## config.mk

```make
export PLATFORM = sky130hd
export DESIGN_NAME = lseg_gating
export DESIGN_NICKNAME = d
export VERILOG_FILES = /design/src/shared/lseg_pkg.sv /design/src/logic/lseg_gating.sv
export SDC_FILE = /design/constraint.sdc
export NUM_CORES = 1
export LEC_CHECK = 0
export ABC_AREA = 1
export ABC_CLOCK_PERIOD_IN_PS = 1480
export BUFFER_PORTS_ARGS = -buffer_cell sky130_fd_sc_hd__buf_2
export CAP_MARGIN = 25
export CORE_ASPECT_RATIO = 1.75
export CORE_MARGIN = 10
export CORE_UTILIZATION = 30
export DETAILED_ROUTE_END_ITERATION = 6
export PLACE_DENSITY = 0.6
export RECOVER_POWER = 25
export SETUP_SLACK_MARGIN = 0.4
export SYNTH_ARGS = -nofsm -noshare
export SYNTH_HDL_FRONTEND = slang
export SYNTH_SLANG_ARGS = --single-unit
```

## constraint.sdc

```tcl
create_clock -name pclk -period 1.48 [get_ports pclk]
set_input_delay 0.074 -clock pclk [delete_from_list [all_inputs] [get_ports pclk]]
set_output_delay 0.074 -clock pclk [all_outputs]
set_load 0.05 [all_outputs]
```

## src/shared/lseg_pkg.sv

```systemverilog
// constants, register map and types for the laser safety enable gating block
//
// Behaviour
// - lasing only while manual gate switch open
// - request plus open switch lights indicator, powers driver
// - lasing needs both switch open and request
// - keyswitch variant waits five seconds before lasing
// - gate status closes when switch open and requested
// - keyswitch lasing only five seconds after status closes
// - driver power needs interlock, ready and gate
// - interlock asserted shows green, allows power
// - interlock removal kills power, red, ready cleared
// - stay disabled until interlock reasserted
// - interlock status closes while interlock circuit open
// - non-keyswitch: ready follows interlock, no delay
// - keyswitch: ready latched off until reset pulse
// - reset or inhibit input forces driver off
package lseg_pkg;
	// ****************************************
	// timing
	// ****************************************
	localparam int unsigned CLK_HZ       = 100_000_000;
	localparam int unsigned DELAY_S      = 5;
	localparam int unsigned DELAY_CYCLES = CLK_HZ * DELAY_S;
	localparam int unsigned CNT_W        = 32;

	// ****************************************
	// register map (byte addresses)
	// ****************************************
	localparam logic [11:0] ADDR_CTRL   = 12'h000;
	localparam logic [11:0] ADDR_STATUS = 12'h004;
	localparam logic [11:0] ADDR_EVENT  = 12'h008;
	localparam logic [11:0] ADDR_MASK   = 12'h00C;

	// ctrl fields
	localparam int unsigned CTRL_SW_INHIBIT = 0;
	localparam int unsigned CTRL_RST_VAL    = 0;

	// status fields
	localparam int unsigned ST_GATE   = 0;
	localparam int unsigned ST_READY  = 1;
	localparam int unsigned ST_INTLK  = 2;
	localparam int unsigned ST_RF     = 3;
	localparam int unsigned ST_DELAY  = 4;
	localparam int unsigned ST_KEYVAR = 5;

	// event bits: 0 interlock fault, 1 rf on, 2 rf off, 3 gate closed
	localparam int unsigned EV_N       = 4;
	localparam int unsigned EV_FAULT   = 0;
	localparam int unsigned EV_RF_ON   = 1;
	localparam int unsigned EV_RF_OFF  = 2;
	localparam int unsigned EV_GATE_DN = 3;

	typedef struct packed {
		logic gate_request;
		logic gate_switch_open;
		logic interlock;
		logic remote_reset;
	} lseg_in_t;

	typedef struct packed {
		logic gate_indicator;
		logic ready_indicator;
		logic interlock_green;
		logic interlock_red;
		logic rf_power_en;
	} lseg_out_t;

	typedef enum logic [1:0] {LSEG_WAIT_RESET, LSEG_ARMED} lseg_ready_t;
endpackage : lseg_pkg

```

## src/logic/lseg_gating.sv

```systemverilog
// safety gating of rf driver power with apb status and interrupt
//
// The implementer's own choices: the placing of the registers and the APB interface to the registers.
`timescale 1ns/10ps
module lseg_gating
#(
	parameter bit          KEYSWITCH_VARIANT = 1'b1,
	parameter int unsigned DELAY_CYCLES      = lseg_pkg::DELAY_CYCLES
)
(
	input  wire logic                  pclk,
	input  wire logic                  presetn,
	input  wire logic                  psel,
	input  wire logic                  penable,
	input  wire logic                  pwrite,
	input  wire logic [11:0]           paddr,
	input  wire logic [31:0]           pwdata,
	output logic      [31:0]           prdata,
	output logic                       pready,
	output logic                       pslverr,
	input  wire lseg_pkg::lseg_in_t    pins_in,
	output lseg_pkg::lseg_out_t        ind,
	output logic                       gate_status_out,
	output logic                       gate_status_oe,
	output logic                       intlk_status_out,
	output logic                       intlk_status_oe,
	output logic                       irq
);
	// ****************************************
	// input synchronisers
	// ****************************************
	lseg_pkg::lseg_in_t sync1;
	lseg_pkg::lseg_in_t sync2;
	lseg_pkg::lseg_in_t pin;
	lseg_pkg::lseg_in_t next_sync1;
	lseg_pkg::lseg_in_t next_sync2;

	always_comb
	begin
		next_sync1 = pins_in;
		next_sync2 = sync1;
	end

	always_ff @(posedge pclk or negedge presetn)
	begin
		if (!presetn)
		begin
			sync1 <= '0;
			sync2 <= '0;
		end
		else
		begin
			sync1 <= next_sync1;
			sync2 <= next_sync2;
		end
	end
	assign pin = sync2;

	// ****************************************
	// ready latch, delay counter and gating
	// ****************************************
	lseg_pkg::lseg_ready_t   rstate;
	lseg_pkg::lseg_ready_t   next_rstate;
	logic [lseg_pkg::CNT_W-1:0] cnt;
	logic [lseg_pkg::CNT_W-1:0] next_cnt;
	logic                    rst_prev;
	logic                    next_rst_prev;
	logic                    sw_inhibit;
	logic                    gate_ok;
	logic                    ready;
	logic                    inhibit;
	logic                    enable_cond;
	logic                    delay_done;
	logic                    rf_on;
	logic                    rf_prev;
	logic                    gate_prev;
	logic [lseg_pkg::CNT_W-1:0] term;

	assign term    = lseg_pkg::CNT_W'(DELAY_CYCLES);
	assign inhibit = pin.remote_reset | sw_inhibit;
	assign gate_ok = pin.gate_switch_open & pin.gate_request;

	always_comb
	begin
		next_rstate   = rstate;
		next_rst_prev = pin.remote_reset;
		case (rstate)
			lseg_pkg::LSEG_WAIT_RESET:
				// keyswitch units arm on release of the reset pulse
				if (!KEYSWITCH_VARIANT)
					next_rstate = lseg_pkg::LSEG_ARMED;
				else if (rst_prev && !pin.remote_reset && pin.interlock)
					next_rstate = lseg_pkg::LSEG_ARMED;
			lseg_pkg::LSEG_ARMED:
				if (KEYSWITCH_VARIANT && !pin.interlock)
					next_rstate = lseg_pkg::LSEG_WAIT_RESET;
			default:
				next_rstate = lseg_pkg::LSEG_WAIT_RESET;
		endcase
	end

	// ready follows interlock directly on non-keyswitch units
	assign ready = (rstate == lseg_pkg::LSEG_ARMED) & pin.interlock;

	assign enable_cond = ready & gate_ok & pin.interlock & !inhibit;

	always_comb
	begin
		// restart on any drop so a glitch cannot shorten the wait
		if (!enable_cond)
			next_cnt = '0;
		else if (cnt != term)
			next_cnt = cnt + lseg_pkg::CNT_W'(1);
		else
			next_cnt = cnt;
	end

	assign delay_done = !KEYSWITCH_VARIANT || (cnt == term);
	assign rf_on      = enable_cond & delay_done;

	always_ff @(posedge pclk or negedge presetn)
	begin
		if (!presetn)
		begin
			rstate    <= lseg_pkg::LSEG_WAIT_RESET;
			cnt       <= '0;
			rst_prev  <= 1'b0;
			rf_prev   <= 1'b0;
			gate_prev <= 1'b0;
		end
		else
		begin
			rstate    <= next_rstate;
			cnt       <= next_cnt;
			rst_prev  <= next_rst_prev;
			rf_prev   <= rf_on;
			gate_prev <= gate_ok;
		end
	end

	// ****************************************
	// indicators and status outputs
	// ****************************************
	lseg_pkg::lseg_out_t next_ind;
	logic               next_gate_oe;
	logic               next_intlk_oe;

	always_comb
	begin
		next_ind.gate_indicator  = gate_ok & !inhibit;
		next_ind.ready_indicator = ready;
		next_ind.interlock_green = pin.interlock;
		next_ind.interlock_red   = !pin.interlock;
		next_ind.rf_power_en     = rf_on;
		next_gate_oe             = gate_ok;
		next_intlk_oe            = !pin.interlock;
	end

	always_ff @(posedge pclk or negedge presetn)
	begin
		if (!presetn)
		begin
			ind             <= '0;
			gate_status_oe  <= 1'b0;
			intlk_status_oe <= 1'b0;
		end
		else
		begin
			ind             <= next_ind;
			gate_status_oe  <= next_gate_oe;
			intlk_status_oe <= next_intlk_oe;
		end
	end
	// open-collector: drive low when closed, release otherwise
	assign gate_status_out  = 1'b0;
	assign intlk_status_out = 1'b0;

	// ****************************************
	// apb slave, events and interrupt
	// ****************************************
	logic [lseg_pkg::EV_N-1:0] ev_stat;
	logic [lseg_pkg::EV_N-1:0] ev_mask;
	logic [lseg_pkg::EV_N-1:0] ev_set;
	logic [lseg_pkg::EV_N-1:0] next_ev_stat;
	logic [lseg_pkg::EV_N-1:0] next_ev_mask;
	logic                      next_sw_inhibit;
	logic                      next_irq;
	logic [31:0]               next_prdata;
	logic                      wr;
	logic                      rd;
	logic                      hit;

	assign wr      = psel & penable & pwrite;
	assign rd      = psel & !penable & !pwrite;
	assign pready  = 1'b1;
	assign hit     = (paddr == lseg_pkg::ADDR_CTRL) | (paddr == lseg_pkg::ADDR_STATUS)
		| (paddr == lseg_pkg::ADDR_EVENT) | (paddr == lseg_pkg::ADDR_MASK);
	assign pslverr = psel & penable & !hit;

	always_comb
	begin
		ev_set                       = '0;
		ev_set[lseg_pkg::EV_FAULT]   = ind.interlock_green & !pin.interlock;
		ev_set[lseg_pkg::EV_RF_ON]   = rf_on & !rf_prev;
		ev_set[lseg_pkg::EV_RF_OFF]  = !rf_on & rf_prev;
		ev_set[lseg_pkg::EV_GATE_DN] = !gate_ok & gate_prev;
		next_ev_stat    = ev_stat;
		next_ev_mask    = ev_mask;
		next_sw_inhibit = sw_inhibit;
		next_prdata     = prdata;
		if (wr && paddr == lseg_pkg::ADDR_CTRL)
			next_sw_inhibit = pwdata[lseg_pkg::CTRL_SW_INHIBIT];
		if (wr && paddr == lseg_pkg::ADDR_MASK)
			next_ev_mask = pwdata[lseg_pkg::EV_N-1:0];
		if (wr && paddr == lseg_pkg::ADDR_EVENT)
			next_ev_stat = ev_stat & ~pwdata[lseg_pkg::EV_N-1:0];
		// set wins over a clear in the same cycle
		next_ev_stat = next_ev_stat | ev_set;
		next_irq     = |(next_ev_stat & next_ev_mask);
		if (rd)
		begin
			next_prdata = '0;
			case (paddr)
				lseg_pkg::ADDR_CTRL:   next_prdata[lseg_pkg::CTRL_SW_INHIBIT] = sw_inhibit;
				lseg_pkg::ADDR_STATUS:
				begin
					next_prdata[lseg_pkg::ST_GATE]   = ind.gate_indicator;
					next_prdata[lseg_pkg::ST_READY]  = ready;
					next_prdata[lseg_pkg::ST_INTLK]  = pin.interlock;
					next_prdata[lseg_pkg::ST_RF]     = rf_on;
					next_prdata[lseg_pkg::ST_DELAY]  = enable_cond & !delay_done;
					next_prdata[lseg_pkg::ST_KEYVAR] = KEYSWITCH_VARIANT;
				end
				lseg_pkg::ADDR_EVENT:  next_prdata[lseg_pkg::EV_N-1:0] = ev_stat;
				lseg_pkg::ADDR_MASK:   next_prdata[lseg_pkg::EV_N-1:0] = ev_mask;
				default:               next_prdata = '0;
			endcase
		end
	end

	always_ff @(posedge pclk or negedge presetn)
	begin
		if (!presetn)
		begin
			ev_stat    <= '0;
			ev_mask    <= '0;
			sw_inhibit <= lseg_pkg::CTRL_RST_VAL[0];
			prdata     <= '0;
			irq        <= 1'b0;
		end
		else
		begin
			ev_stat    <= next_ev_stat;
			ev_mask    <= next_ev_mask;
			sw_inhibit <= next_sw_inhibit;
			prdata     <= next_prdata;
			irq        <= next_irq;
		end
	end

	// ****************************************
	// assertions
	// ****************************************
	AST_GATE_NEEDS_BOTH: assert property (@(posedge pclk) disable iff (!presetn)
		!gate_ok |-> ##1 !ind.rf_power_en) else $error("rf on without gate");
	AST_GATE_INDICATOR: assert property (@(posedge pclk) disable iff (!presetn)
		!pin.gate_switch_open |=> !ind.gate_indicator) else $error("indicator lit, switch closed");
	AST_GATE_STATUS: assert property (@(posedge pclk) disable iff (!presetn)
		gate_ok |=> gate_status_oe) else $error("gate status not closed");
	AST_INTLK_STATUS: assert property (@(posedge pclk) disable iff (!presetn)
		!pin.interlock |=> intlk_status_oe && ind.interlock_red) else $error("interlock status");
	AST_INTLK_DROP: assert property (@(posedge pclk) disable iff (!presetn)
		!pin.interlock |=> !ind.rf_power_en && !ind.ready_indicator) else $error("interlock drop");
	AST_INHIBIT: assert property (@(posedge pclk) disable iff (!presetn)
		inhibit |=> !ind.rf_power_en) else $error("rf on under inhibit");
	AST_DELAY: assert property (@(posedge pclk) disable iff (!presetn)
		$rose(enable_cond) && KEYSWITCH_VARIANT |-> !rf_on [*8]) else $error("delay skipped");
	AST_RF_CAUSE: assert property (@(posedge pclk) disable iff (!presetn)
		ind.rf_power_en |-> ind.ready_indicator && ind.interlock_green && ind.gate_indicator)
		else $error("rf without cause");
	AST_NO_DELAY: assert property (@(posedge pclk) disable iff (!presetn)
		!KEYSWITCH_VARIANT && enable_cond |=> ind.rf_power_en) else $error("unwanted delay");
	AST_GATE_OPEN: assert property (@(posedge pclk) disable iff (!presetn)
		gate_ok && !inhibit |=> ind.gate_indicator) else $error("indicator dark, gate open");
	AST_GATE_RELEASE: assert property (@(posedge pclk) disable iff (!presetn)
		!gate_ok |=> !gate_status_oe) else $error("gate status not released");
	AST_INTLK_CLOSED: assert property (@(posedge pclk) disable iff (!presetn)
		pin.interlock |=> !intlk_status_oe && ind.interlock_green)
		else $error("interlock healthy not shown");
	// a late rise would still pass here; only a rise less than 8 cycles after enable_cond is caught
	AST_RF_AFTER_WAIT: assert property (@(posedge pclk) disable iff (!presetn)
		KEYSWITCH_VARIANT && $rose(ind.rf_power_en) |-> $past(enable_cond, 8))
		else $error("rf rose early");
	AST_READY_PULSE: assert property (@(posedge pclk) disable iff (!presetn)
		KEYSWITCH_VARIANT && $rose(ready) |-> $past(pin.remote_reset, 2))
		else $error("ready without reset pulse");
	// event flags are sticky: a set in the clearing cycle still lands
	AST_EV_FAULT: assert property (@(posedge pclk) disable iff (!presetn)
		ind.interlock_green && !pin.interlock |=> ev_stat[lseg_pkg::EV_FAULT])
		else $error("fault event lost");
	AST_EV_RF_ON: assert property (@(posedge pclk) disable iff (!presetn)
		rf_on && !rf_prev |=> ev_stat[lseg_pkg::EV_RF_ON]) else $error("rf on event lost");
	AST_EV_GATE_DN: assert property (@(posedge pclk) disable iff (!presetn)
		!gate_ok && gate_prev |=> ev_stat[lseg_pkg::EV_GATE_DN]) else $error("gate event lost");
	AST_READ_ZERO: assert property (@(posedge pclk) disable iff (!presetn)
		psel && !penable && !pwrite && !hit |=> prdata == 32'h0000_0000)
		else $error("unmapped read not zero");

	// ****************************************
	// covers
	// ****************************************
	CVR_RF_ON:   cover property (@(posedge pclk) disable iff (!presetn) $rose(rf_on));
	CVR_FAULT:   cover property (@(posedge pclk) disable iff (!presetn) rf_on ##1 !pin.interlock);
	CVR_INHIBIT: cover property (@(posedge pclk) disable iff (!presetn) enable_cond ##1 inhibit);
	CVR_ARMED:   cover property (@(posedge pclk) disable iff (!presetn) $rose(ready));
	CVR_GATE_DN: cover property (@(posedge pclk) disable iff (!presetn) rf_on ##1 !gate_ok);
endmodule : lseg_gating

```

==> impl_results.md <==
- Detailed-route wire length per cell: roughly 15 um
- I/O pin total: 97
- Outcome: finished with violations
- Vias after detailed routing: around 3600
- Height of the die: 165 um
- Arrival time worst endpoint: ~1.8 ns
- DRT Pass-1 Iters: 4
- RSZ-0062 raised after global routing: yes
- Synthesized instance count: 480
- Port buffer count: 39
- Largest stage delay, worst path: 0.44 ns
- Slowest stage cell on the critical path: sky130_fd_sc_hd__dfrtp_2
- First-iteration detailed-routing DRC count: approximately 190
- Average size of a mapped cell: roughly 7.5 um^2
- CTS HTree Levels: 3
- Post-layout min period: 1.59 ns
- Critical path fanouts, max: 3
- Overall routed net length: about 12000 um
- Critical Setup Path Class: reg2reg
- Fraction of layout instances using a drive strength above 1: 38.4%
- Failing checks: setup timing
- Warnings, synthesis: 0
- Library cell with the largest summed area after synthesis: sky130_fd_sc_hd__dfrtp_1
- Leakage power of the design: ~2.5 nW
- Most used cell along the critical path: sky130_fd_sc_hd__buf_4
- Fmax: approximately 630 MHz
- Combined area of the multi-input logic cells: around 0.0019 mm^2
- Last weighted congestion value of the routability-driven placer: between 0.9 and 1
- Number of nets in the final layout: 677
- DRC violations left: 0
- # diodes: 0
- Crit path capture type: register
- Area of the mapped netlist: 0.00362 mm^2
- Effective utilization at floorplan: a little under a third
- Core area: around 0.012 mm^2
- Cell family with most CP delay: flip-flops
- Final slew viol count: 0
- Max transition margin: 40.4%
- Final cycle utilization of the critical path: 107%
- Fill cell total of the finished layout: between 1000 and 1500
- Peak supply drop: 0.000623 V
- Most common library cell in the layout ignoring fill and taps: sky130_fd_sc_hd__nand2_1
- Global-route wire length before repair: around 18000 um
- Routed via count divided by cell count: 4.72
- Req. time, crit path: 1.70 ns
- CP Cell Sequence: ha_4, nand2_4, nor2_4, buf_4, buf_4, buf_4, a311oi_2
- Synthesis-to-layout area growth: 45.2%
- Class of the tightest hold or removal check: in2reg
- CTS tree: done
- Dominant cells by area after synthesis: sky130_fd_sc_hd__dfrtp_1 44%, sky130_fd_sc_hd__nand2_1 11%, sky130_fd_sc_hd__nor2_1 6.8%
- Count of clock tree sinks: 64
- Die outline width: 103 um
- Distinct cells, synth: 33
- Most used cells in the layout excluding fill and tap cells: 95 x sky130_fd_sc_hd__nand2_1, 82 x sky130_fd_sc_hd__buf_4, 58 x sky130_fd_sc_hd__dfrtp_1
- Root Buffer Master: sky130_fd_sc_hd__clkbuf_16
- Detailed-placement wirelength estimate: ~8500 um
- Seq cells post-synth: 64
- Buffers & Inverters on Critical Path: 3
- Total CTS buffers: 9
- Number of violations of the max-capacitance limit: 0
- Initial antenna violation count: 0
- Clk buf depth: 2
- GR Overflow Total: 0
- Share of the yosys chip area belonging to registers: about 44%
- Combined flip-flop and latch cell area: roughly 0.0016 mm^2
- Worst clock skew: between 0.006 and 0.007 ns
- CTS clock-pin slew for the worst setup and hold paths: about 0.060 ns
- Largest net degree at the start of global routing: 65
- Worst path setup slack after routing: -0.106 ns
- Final Hold Viols: 0
- Vias in the first global route: 3684
- Die area: between 0.015 and 0.02 mm^2
- Setup total negative slack: -0.678 ns
- Startpoint type of the worst setup path: register
- Aggregate global-route resource usage: between 10% and 20%
- Number of endpoints failing setup at the final stage: 18
- Clk_lat worst skew: 0.33 ns
- Post-place setup slack: -0.0587 ns
- Count of standard-cell rows: 53
- Remaining antenna violation count after routing: 0
- Power density normalized to cell area: about 820 mW/mm^2
- Area share of the largest cell type after synthesis: between 40 and 50%
- Slew @ Worst Pin: ~0.89 ns
==> Yosys cell counts <==
library cell and number:
sky130_fd_sc_hd__ha_1 2, sky130_fd_sc_hd__nor3_2 2, sky130_fd_sc_hd__xor2_1 4, sky130_fd_sc_hd__or2_2 1
sky130_fd_sc_hd__nand2_2 2, sky130_fd_sc_hd__inv_2 11, sky130_fd_sc_hd__nor3_4 2, sky130_fd_sc_hd__a21oi_1 14
sky130_fd_sc_hd__o21ai_1 13, sky130_fd_sc_hd__conb_1 2, sky130_fd_sc_hd__nor3_1 22, sky130_fd_sc_hd__nand2_1 111
sky130_fd_sc_hd__and3_1 3, sky130_fd_sc_hd__buf_2 3, sky130_fd_sc_hd__nor3b_1 1, sky130_fd_sc_hd__nand2_4 2
sky130_fd_sc_hd__nor2_8 1, sky130_fd_sc_hd__o211ai_1 3, sky130_fd_sc_hd__a22oi_1 1, sky130_fd_sc_hd__nor4_1 1
sky130_fd_sc_hd__dfrtp_1 64, sky130_fd_sc_hd__nand4_1 17, sky130_fd_sc_hd__inv_1 49, sky130_fd_sc_hd__nand3_1 29
sky130_fd_sc_hd__nand3_2 2, sky130_fd_sc_hd__o21ai_0 8, sky130_fd_sc_hd__a311oi_1 1, sky130_fd_sc_hd__buf_4 31
sky130_fd_sc_hd__a31oi_1 2, sky130_fd_sc_hd__clkinv_1 2, sky130_fd_sc_hd__nor2_2 7, sky130_fd_sc_hd__nor2_4 1
sky130_fd_sc_hd__nor2_1 66
==> per-stage QoR <==
step	util [%]	total power [mW]	area, um^2	hold WS [ns]	std cells
finish	44.1	4.31	5260	0.0570	764
detailed placement	36.1	2.14	4310	0.121	701
floorplan	-	2.10	3790	-0.222	507
global placement	36.1	2.14	4310	0.117	701
global route	44.1	4.48	5260	0.0878	764
CTS	42.4	4.36	5060	0.0384	751
==> flip-flops by register name (all words and copies together), names as in the netlist <==
signal           cells
next_rst_prev        1
rstate               1
gate_status_oe       1
ev_mask              4
prdata               6
irq                  1
rst_prev             1
ind                  4
next_sync2           4
cnt                 32
pin                  2
intlk_status_oe      1
next_ind             1
ev_stat              4
sw_inhibit           1
==> kinds of logic (layout without fill, tap and decap cells) <==
group / count (synthesis) / count (layout) / share of synthesized area (%)
and+or+nand+nor: 270 / 270 / 34.4
buffers and inverters: 96 / 216 / 13.3
DFF: 64 / 64 / 44.2
AOI/OAI and AO/OA: 42 / 42 / 6.25
xor gates and xnor gates: 4 / 4 / 0.967
adders and majority gates: 2 / 2 / 0.690
other: 2 / 29 / 0.207
==> final timing paths <==
path                                          from                   end  slack, ns  cells after the start
min in group asynchronous                  presetn      ind[3]$_DFF_PN0_       0.52                      3
max in group asynchronous                  presetn    cnt[1]$_DFFE_PN0N_       0.32                      3
setup reg to reg                cnt[1]$_DFFE_PN0N_    cnt[8]$_DFFE_PN0N_      -0.11                      7
hold / removal                           pwdata[3]  ev_mask[3]$_DFF_PN0_       0.06                      3
hold reg to reg            next_sync2[2]$_DFF_PN0_      pin[2]$_DFF_PN0_       0.34                      0
setup / recovery                cnt[1]$_DFFE_PN0N_    cnt[8]$_DFFE_PN0N_      -0.11                      7
==> where the power goes <==
part / internal [mW] / total (mW) / switching, mW
registers: 1.77 / 1.78 / 0.00745
logic: 0.0791 / 0.378 / 0.299
clock network: 1.32 / 2.16 / 0.835
total: 3.17 / 4.31 / 1.14
==> metal layers <==
metal | GRT usage [%] | share of wire, % | vias up
li1 | - | - | 1770
met1 | 11.8 | 32 | 1691
met2 | 25.9 | 57 | 109
met3 | 3.04 | 4.9 | 36
met4 | 9.15 | 5.7 | 0
met5 | 0 | 0 | -
==> what timing repair did <==
action / in CTS / in global routing
pin swaps: 9 / 26
buffers inserted: 26 / 13
endpoints found under the setup margin: 39 / 42
gates resized for setup: 53 / 33
hold buffers: 8 / 0
endpoints found under the hold margin: 71 / 0
==> final cells by class <==
class,count,area share (%)
inverters,62,4.52
multi-input cells,347,36.3
flip-flops and latches,64,30.6
clock inverters,7,1.52
clock buffers,9,4.28
repair buffers,138,19.5
well taps,137,3.26
==> worst min-delay path, stage by stage <==
cell and delay, ns:
sky130_fd_sc_hd__buf_2 0.11, sky130_fd_sc_hd__nand4_1 0.08, sky130_fd_sc_hd__nand2_1 0.07
Power figures use the tool's default switching activity.
